`config.mk`:
```
export PLATFORM = sky130hd
export DESIGN_NAME = psc_top
export DESIGN_NICKNAME = d
export VERILOG_FILES = /design/src/inc/psc_pkg.sv /design/src/core/psc_smr.sv /design/src/core/psc_top.sv
export SDC_FILE = /design/constraint.sdc
export NUM_CORES = 1
export LEC_CHECK = 0
export BUFFER_PORTS_ARGS = -buffer_cell sky130_fd_sc_hd__buf_2
export CORE_MARGIN = 2
export CORE_UTILIZATION = 38
export CTS_CLUSTER_SIZE = 8
export DETAILED_ROUTE_END_ITERATION = 8
export PLACE_DENSITY = 0.8
export SYNTH_ARGS = -nofsm -noshare
export SYNTH_HDL_FRONTEND = slang
export SYNTH_SLANG_ARGS = --single-unit
```
`constraint.sdc`:
```
create_clock -name clk -period 1.7 [get_ports clk]
set_clock_uncertainty 0.15 [all_clocks]
set_input_delay 0.255 -clock clk [delete_from_list [all_inputs] [get_ports clk]]
set_output_delay 0.255 -clock clk [all_outputs]
set_load 0.02 [all_outputs]
```
`src/inc/psc_pkg.sv`:
```
// Constants, field layout, timing and state codes of the special config block.
package psc_pkg;

  localparam int ADDR_W = 8;
  localparam int DATA_W = 32;
  localparam int BE_W   = 4;
  localparam int CFG_W  = 16;
  localparam int LO_W   = 8;

  // Byte addresses on the register bus.
  localparam logic [ADDR_W-1:0] CFG_OFFSET  = 8'h10;
  localparam logic [ADDR_W-1:0] STAT_OFFSET = 8'h14;

  // Field positions of the configuration word.
  localparam int BIT_LOOP_OUT   = 0;
  localparam int BIT_SLEEP      = 1;
  localparam int BIT_PREAMBLE   = 2;
  localparam int BIT_SM_RESET   = 3;
  localparam int BIT_LOW_POWER  = 4;
  localparam int BIT_COLL_LED   = 5;
  localparam int BIT_SPEED_LED  = 6;
  localparam int BIT_FORCE_LINK = 7;
  localparam int BIT_RMII       = 8;

  // Reset value of the low byte and bits that always read as one.
  localparam logic [LO_W-1:0]  CFG_LO_RST     = 8'h14;
  localparam logic [LO_W-1:0]  SM_RESET_MASK  = 8'h08;
  localparam logic [CFG_W-1:0] CFG_FIXED_ONES = 16'h0200;
  localparam logic             RMII_RST       = 1'b0;

  // Field positions of the status word.
  localparam int STAT_SLEEP  = 0;
  localparam int STAT_BUSY   = 1;
  localparam int STAT_LINK   = 2;
  localparam int STAT_DETECT = 3;
  localparam int STAT_STRAP  = 4;

  // Length of the internal state machine reset pulse.
  localparam int CLK_PERIOD_NS = 4;
  localparam int SMR_TIME_NS   = 40;
  localparam int SMR_CNT_W     = 4;
  localparam logic [SMR_CNT_W-1:0] SMR_CYCLES =
    SMR_CNT_W'((SMR_TIME_NS + CLK_PERIOD_NS - 1) / CLK_PERIOD_NS);
  localparam logic [SMR_CNT_W-1:0] SMR_CNT_ZERO = 4'h0;
  localparam logic [SMR_CNT_W-1:0] SMR_CNT_ONE  = 4'h1;

  typedef enum logic [1:0] {
    SMR_IDLE = 2'h1,
    SMR_RUN  = 2'h2
  } psc_smr_state_t;

endpackage

```
`src/core/psc_smr.sv`:
```
// Sequencer that holds the internal state machine reset for a fixed time.
`timescale 1ns/1ps
module psc_smr
  import psc_pkg::*;
(
  input  wire logic clk,
  input  wire logic rst,
  input  wire logic start,
  output logic      busy
);

  psc_smr_state_t         state_reg;
  logic [SMR_CNT_W-1:0]   cnt_reg;

  // timed reset pulse.
  // A new start while running restarts the count, so no request is lost.
  always_ff @(posedge clk or posedge rst) begin
    if (rst) begin
      state_reg <= SMR_IDLE;
      cnt_reg   <= SMR_CNT_ZERO;
    end else if (start) begin
      state_reg <= SMR_RUN;
      cnt_reg   <= SMR_CYCLES - SMR_CNT_ONE;
    end else begin
      unique case (state_reg)
        SMR_IDLE: begin
          cnt_reg <= SMR_CNT_ZERO;
        end
        SMR_RUN: begin
          if (cnt_reg == SMR_CNT_ZERO) begin
            state_reg <= SMR_IDLE;
          end else begin
            cnt_reg <= cnt_reg - SMR_CNT_ONE;
          end
        end
        default: begin
          state_reg <= SMR_IDLE;
        end
      endcase
    end
  end

  assign busy = (state_reg == SMR_RUN);
endmodule

```
`src/core/psc_top.sv`:
```
// Special configuration register with its steering of indicators and modes.
`timescale 1ns/1ps
module psc_top
  import psc_pkg::*;
(
  input  wire logic              clk,
  input  wire logic              rst,
  input  wire logic [ADDR_W-1:0] avs_address,
  input  wire logic              avs_read,
  input  wire logic              avs_write,
  input  wire logic [DATA_W-1:0] avs_writedata,
  input  wire logic [BE_W-1:0]   avs_byteenable,
  output logic      [DATA_W-1:0] avs_readdata,
  output logic                   avs_waitrequest,
  input  wire logic              rmii_strap,
  input  wire logic              link_ok_100,
  input  wire logic              speed_is_100,
  input  wire logic              signal_detect,
  input  wire logic              full_duplex,
  input  wire logic              collision,
  output logic                   link_good_100,
  output logic                   speed_indicator_out,
  output logic                   duplex_indicator_out,
  output logic                   auto_low_power_enable,
  output logic                   state_machine_reset,
  output logic                   mgmt_preamble_suppress,
  output logic                   sleep_mode,
  output logic                   remote_loop_out,
  output logic                   rmii_enable
);

  logic              ack_reg;
  logic              ack_next;
  logic              req;
  logic              take;
  logic              wr_cfg;
  logic              we_lo;
  logic              we_hi;
  logic [LO_W-1:0]   cfg_lo_reg;
  logic              rmii_reg;
  logic              strap_done_reg;
  logic              smr_start;
  logic              smr_busy;
  logic              wake;
  logic [CFG_W-1:0]  cfg_rd;
  logic [DATA_W-1:0] stat_rd;
  logic [DATA_W-1:0] rd_next;
  logic [DATA_W-1:0] readdata_reg;
  logic              link_good_reg;
  logic              speed_ind_reg;
  logic              duplex_ind_reg;

  // One wait cycle on every access: the read word is formed in the first
  // cycle and stands in a flop when waitrequest drops.
  assign req             = avs_read | avs_write;
  assign ack_next        = req & ~ack_reg;
  assign avs_waitrequest = req & ~ack_reg;
  assign take            = req & ack_reg;

  always_ff @(posedge clk or posedge rst) begin
    if (rst) begin
      ack_reg <= 1'b0;
    end else begin
      ack_reg <= ack_next;
    end
  end

  assign wr_cfg = take & avs_write & (avs_address == CFG_OFFSET);
  assign we_lo  = wr_cfg & avs_byteenable[0];
  assign we_hi  = wr_cfg & avs_byteenable[1];

  assign wake = we_lo & cfg_lo_reg[BIT_SLEEP] & ~avs_writedata[BIT_SLEEP];

  assign smr_start = (we_lo & avs_writedata[BIT_SM_RESET]) | wake;

  psc_smr u_smr (
    .clk   (clk),
    .rst   (rst),
    .start (smr_start),
    .busy  (smr_busy)
  );

  // config storage.
  // The reset bit is never stored; it reads back the sequencer's busy level.
  always_ff @(posedge clk or posedge rst) begin
    if (rst) begin
      cfg_lo_reg <= CFG_LO_RST;
    end else if (we_lo) begin
      cfg_lo_reg <= avs_writedata[LO_W-1:0] & ~SM_RESET_MASK;
    end
  end

  // strap capture.
  // The strap is caught by the first clock after reset release, never by
  // the asynchronous reset itself.
  always_ff @(posedge clk or posedge rst) begin
    if (rst) begin
      rmii_reg       <= RMII_RST;
      strap_done_reg <= 1'b0;
    end else if (!strap_done_reg) begin
      rmii_reg       <= rmii_strap;
      strap_done_reg <= 1'b1;
    end else if (we_hi) begin
      rmii_reg <= avs_writedata[BIT_RMII];
    end
  end

  assign cfg_rd = CFG_FIXED_ONES
                | {{(CFG_W-LO_W-1){1'b0}}, rmii_reg,
                   cfg_lo_reg | (smr_busy ? SM_RESET_MASK : '0)};

  always_comb begin
    stat_rd              = '0;
    stat_rd[STAT_SLEEP]  = cfg_lo_reg[BIT_SLEEP];
    stat_rd[STAT_BUSY]   = smr_busy;
    stat_rd[STAT_LINK]   = link_good_reg;
    stat_rd[STAT_DETECT] = signal_detect;
    stat_rd[STAT_STRAP]  = rmii_strap;
  end

  always_comb begin
    rd_next = '0;
    if (avs_address == CFG_OFFSET) begin
      rd_next = {{(DATA_W-CFG_W){1'b0}}, cfg_rd};
    end else if (avs_address == STAT_OFFSET) begin
      rd_next = stat_rd;
    end
  end

  always_ff @(posedge clk or posedge rst) begin
    if (rst) begin
      readdata_reg <= '0;
    end else if (avs_read && !ack_reg) begin
      readdata_reg <= rd_next;
    end
  end

  assign avs_readdata = readdata_reg;

  // forced link.
  // While asleep every indicator is powered down and reads low.
  always_ff @(posedge clk or posedge rst) begin
    if (rst) begin
      link_good_reg <= 1'b0;
    end else begin
      link_good_reg <= ~cfg_lo_reg[BIT_SLEEP]
                     & (cfg_lo_reg[BIT_FORCE_LINK] | link_ok_100);
    end
  end

  always_ff @(posedge clk or posedge rst) begin
    if (rst) begin
      speed_ind_reg <= 1'b0;
    end else if (cfg_lo_reg[BIT_SLEEP]) begin
      speed_ind_reg <= 1'b0;
    end else if (cfg_lo_reg[BIT_SPEED_LED]) begin
      speed_ind_reg <= signal_detect;
    end else begin
      speed_ind_reg <= speed_is_100;
    end
  end

  always_ff @(posedge clk or posedge rst) begin
    if (rst) begin
      duplex_ind_reg <= 1'b0;
    end else if (cfg_lo_reg[BIT_SLEEP]) begin
      duplex_ind_reg <= 1'b0;
    end else if (cfg_lo_reg[BIT_COLL_LED]) begin
      duplex_ind_reg <= full_duplex | collision;
    end else begin
      duplex_ind_reg <= full_duplex;
    end
  end

  assign link_good_100        = link_good_reg;
  assign speed_indicator_out  = speed_ind_reg;
  assign duplex_indicator_out = duplex_ind_reg;

  assign auto_low_power_enable  = cfg_lo_reg[BIT_LOW_POWER];
  assign state_machine_reset    = smr_busy;
  assign mgmt_preamble_suppress = cfg_lo_reg[BIT_PREAMBLE];
  assign sleep_mode             = cfg_lo_reg[BIT_SLEEP];
  assign remote_loop_out        = cfg_lo_reg[BIT_LOOP_OUT];
  assign rmii_enable            = rmii_reg;
endmodule

```
# Word level (Yosys, flattened, before mapping)
# Index checks and enable logic that the tools add are counted.
# W data, S select, Z words.
[op_classes]
addsub = 1
n_eq_ne = 8
mux = 15
bitwise_logic = 18
n_reduce_logical = 6
[op_table]
columns = ["op", "count"]
rows = [
  ["$eq A8 B5 Y1 const B", 2],
  ["$mux W4", 3],
  ["$and A1 B1 Y1", 10],
  ["$mux W10", 1],
  ["$or A8 B4 Y8", 1],
  ["$pmux W4 S2", 1],
  ["$mux W1", 6],
  ["$mux W5", 1],
  ["$logic_not A4 Y1", 1],
  ["$mux W2", 2],
  ["$ne A2 B2 Y1 const B", 2],
  ["$or A1 B1 Y1", 4],
  ["$pmux W2 S2", 1],
  ["$reduce_and A2 Y1", 2],
  ["$sub A4 B1 Y4 const B", 1],
  ["$ne A3 B2 Y1 const B", 1],
  ["$ne A3 B3 Y1 const B", 1],
  ["$not A1 Y1", 3],
  ["$reduce_bool A3 Y1", 1],
  ["$eq A2 B1 Y1 const B", 1],
  ["$eq A2 B2 Y1 const B", 1],
  ["$logic_and A1 B1 Y1", 1],
  ["$logic_not A1 Y1", 1],
]
[word_totals]
ff_bits = 51
input_bits = 54
output_inout_bits = 42
wordCells = 58

# Longest topological paths before layout
[depth]
word_depth = 10
depth_mapped = 5
ltp_nobuf = 5

# Cells and area by module
# Synthesis repeated with hierarchy kept, for this count alone.
[unflattened]
cells_unflattened = 137
area_unflattened_um2 = 1529.0
[by_module_without_submodules]
columns = ["module", "n_inst", "cells_each", "area_per_inst_um2", "seq_area_each_um2"]
rows = [
  ["psc_top", 1, 103, 1169.9, 578.1],
  ["psc_smr", 1, 34, 359.1, 151.4],
]

# Least setup slack after synthesis
# No wires, ideal clock.
[synth_timing]
path_type = "input to register"
startpoint = "input port avs_address[5]"
endpoint = "register readdata_reg[3], in the netlist avs_readdata[3]"
setup_ps = 90
t_arrival_ps = 1581
required_ps = 1460
path_slack_ps = -121
cell_stages = 4
n_path_buf = 1
path_cell_list = "or4b_4 -> or4_1 -> buf_2 -> o221ai_1"
[synth_between]
elab_chain_cells = 3
word_cells_on_any_way = 4
cone_classes = "eq/ne: 2; mux: 2"
[synth_lines]
columns = ["item", "line_no", "text"]
rows = [
  ["from (decl)", "psc_top.sv:8", "input wire logic [ADDR_W-1:0] avs_address,"],
  ["$eq A8 B5 Y1", "psc_top.sv:125", "end else if (avs_address == STAT_OFFSET) begin"],
  ["$mux W5", "psc_top.sv:125", ""],
  ["$mux W10 (*)", "psc_top.sv:123", "if (avs_address == CFG_OFFSET) begin"],
  ["to (signal assigned)", "psc_top.sv:134", "readdata_reg <= rd_next;"],
  ["to (decl)", "psc_top.sv:48", "logic [DATA_W-1:0] readdata_reg;"],
]
# Mark *: on every way between the ends. The rest lies on a longest branch, timed or not.
# A chain may end at the register's enable or synchronous reset.

# Worst setup path after layout
[layout_timing]
startpoint = "input port avs_address[5]"
endpoint = "register readdata_reg[0], in the netlist avs_readdata[0]"
# The elaborated chain is that of the path after synthesis.

==> flow_metrics.py <==
metrics = {
    "logic_synthesis": {
        "ys_top_cells_by_area": "dfrtp_1 43%, buf_4 11%, dfstp_2 5.2%",
        "yosysTopAreaCell": "dfrtp_1",
        "syn_avg_cell_area_um2": 10.4,
        "yosys-top-cells-count": "26 x dfrtp_1, 22 x buf_4, 14 x inv_1",
        "async_flop_share_pct": 100,
        "netlist_area_um2": 1530,
        "synth_top_cell_area_share_pct": 42.6,
        "synth_seq_cells": 29,
        "yosysMostFrequentCell": "dfrtp_1",
        "synthFlopType": "dfrtp_1",
        "ys_seq_area_share_pct": 47.8,
        "yosys_warnings": 0,
        "synth-edff-count": 0,
        "synth_cell_type_count": 43,
        "synth_cells": 147,
    },
    "worst_setup_path": {
        "crit_chain": "buf_2 > or4b_4 > or4_4 > o221ai_1",
        "worstSetupPathType": "input pin to flop",
        "path_delay_family": "simple AND/OR/NAND/NOR gates",
        "path_max_fanout": 5,
        "cp_slowest_cell": "or4b_4",
        "cp.required_ns": 1.75,
        "critPathLaunchType": "input pin",
        "critPathCaptureType": "flop",
        "r2r_slack_ns": 0.06,
        "worst_ep_arrival_time_ns": 1.70,
        "slowest_delay_ns": 0.57,
        "timing.critical_path.buf_inv": 1,
    },
    "clocking": {
        "cts.path.max_buffers": 2,
        "cts_tree": "done",
        "cts_sinks": 29,
        "cts_buffers": 5,
        "clock_latency_ns": 0.28,
        "htree_levels": 2,
        "root_buffer": "clkbuf_8",
        "cts_setup_buffers": 0,
        "path_clk_slew_ns": 0.07,
    },
    "timing": {
        "hold_slack_ns": 0.0433,
        "slew-limit-headroom_pct": 63.9,
        "finalSetupViolCount": 0,
        "fmax_mhz": 603,
        "maxSlewViolCount": 0,
        "hold_viol": 0,
        "fin_crit_ns": 1.66,
        "worst_pin_slew_ns": 0.541,
        "rsz0062_at_grt": "false",
        "min_period_over_period_pct": 97.6,
    },
    "grt": {
        "antenna_found_initial": 0,
        "grt_pass1_wl_um": 5360,
        "grt_pass1_vias": 1207,
        "grt_usage_pct": 16.1,
        "grt_max_degree": 30,
        "overflow": 0,
    },
    "placement": {
        "gp_congestion": 0.789,
        "dpl_cell_area_um2": 1820,
        "port_buffers": 48,
        "dp.cells": 253,
        "dp_hpwl_um": 2530,
    },
    "routing": {
        "wl_um": 3450,
        "drtIter0Drc": 46,
        "antenna_left": 0,
        "wl_per_cell_um": 13.1,
        "drc": 0,
        "dr.pass1.iters": 4,
        "routed_via_density": 4.77,
        "vias": 1251,
    },
    "floorplan": {
        "rows": 23,
        "num_io_pins": 96,
        "start_util_pct": 38.7,
        "die_w_um": 67.4,
        "die_h_um": 67.4,
        "die_area_um2": 4540,
        "coreArea_um2": 3940,
    },
    "job": {
        "drv_cap": 0,
    },
    "pwr": {
        "powerDensity_nw_per_um2": 819,
        "ir_drop_uv": 588,
        "power_mw": 1.62,
        "total_leakage_power_nw": 1.04,
    },
    "layout": {
        "register_area_um2": 731,
        "diodes": 0,
        "final_cell_area_um2": 1980,
        "final_layout_size_suffix_gt1_share_pct": 42.5,
        "nets": 267,
        "area_delta_synth_final_pct": 29.4,
        "multiInputGateArea_um2": 666,
        "fillCellCount": 362,
        "final_cells": 262,
        "largest_reg_flops": 10,
    },
    "hold_path": {
        "hold_class": "input pin to flop",
    },
    "status": {
        "outcome": "finished, final reports clean",
    },
}
==> timing repair <==
| item | CTS | global route |
|---|---|---|
| hold buffers | 1 | 0 |
| pin swaps | 0 | 2 |
| setup endpoints to repair | 6 | 5 |
| resized for setup | 3 | 7 |
| endpoints found under the hold margin | 26 | 0 |
==> cells by family (layout without fill, tap and decap cells) <==
kind of cell,count (synthesis),count (layout),share of synthesized area (%)
fa+ha+maj,2,2,1.64
flops,29,29,47.8
mux,8,8,5.82
compound gates,25,25,12.8
other cells,2,23,0.492
simple gates,41,41,15.7
buf+inv,40,84,15.8
==> cell usage in the layout (no fill, tap or decap), types with 3 or more instances in the layout <==
| cell | count |
|---|---|
| dfstp_2 | 3 |
| clkbuf_8 | 6 |
| nand2_1 | 8 |
| o221ai_1 | 5 |
| buf_2 | 48 |
| nand3_1 | 4 |
| mux2_2 | 7 |
| inv_1 | 12 |
| nor2_1 | 8 |
| dfrtp_1 | 25 |
| nor4b_1 | 3 |
| a22o_1 | 4 |
| conb_1 | 23 |
| buf_4 | 13 |
| a31oi_1 | 3 |
==> layout make-up <==
| type | instances | area share [%] |
|---|---|---|
| Sequential cell | 29 | 37.0 |
| Inverter | 14 | 2.66 |
| Tap cell | 50 | 3.17 |
| Clock buffer | 7 | 4.37 |
| Clock inverter | 1 | 1.52 |
| Multi-Input combinational cell | 99 | 33.7 |
| Timing Repair Buffer | 62 | 17.6 |
==> per-layer routing <==
metal / up-vias / part of all wire, % / track usage (%)
met5: - / 0 / 0
li1: 600 / - / -
met2: 39 / 54 / 28.2
met4: 0 / 0.15 / 4.85
met3: 2 / 4.4 / 4.83
met1: 610 / 41 / 19.0
==> worst reg2reg max path, cell delays in order (launching register included) <==
cell      delay [ns]
dfrtp_1         0.38
inv_2           0.08
ha_4            0.13
or3b_4          0.40
a211oi_1        0.29
o21a_1          0.14
==> worst paths after layout <==
check / start / endpoint / depth (start not counted)
hold reg to reg: strap_done_reg / rmii_enable / 1
setup reg to reg: u_smr.cnt_reg[1] / u_smr.cnt_reg[1] / 5
max in group asynchronous: rst / cfg_lo_reg[4] / 4
min in group asynchronous: rst / u_smr.cnt_reg[3] / 4
hold / removal: link_ok_100 / link_good_100 / 3
setup / recovery: avs_address[5] / avs_readdata[0] / 4
==> power by group <==
| part | switching, mW | total (mW) | internal (mW) |
|---|---|---|---|
| Clock | 0.261 | 0.739 | 0.477 |
| Sequential | 0.00677 | 0.710 | 0.704 |
| Combinational | 0.113 | 0.169 | 0.0560 |
| Total | 0.381 | 1.62 | 1.24 |
==> stage by stage <==
stage	utilization (%)	setup slack, ns	setup TNS [ns]
after detailed placement	46.1	-0.333	-2.10
after CTS	49.5	0.0207	0
after global placement	46.1	-0.284	-1.79
after floorplan	-	-0.102	-0.509
after global routing	50.1	0.00932	0
final	50.1	0.0413	0
No activity file was read; power rests on OpenSTA's default activity.
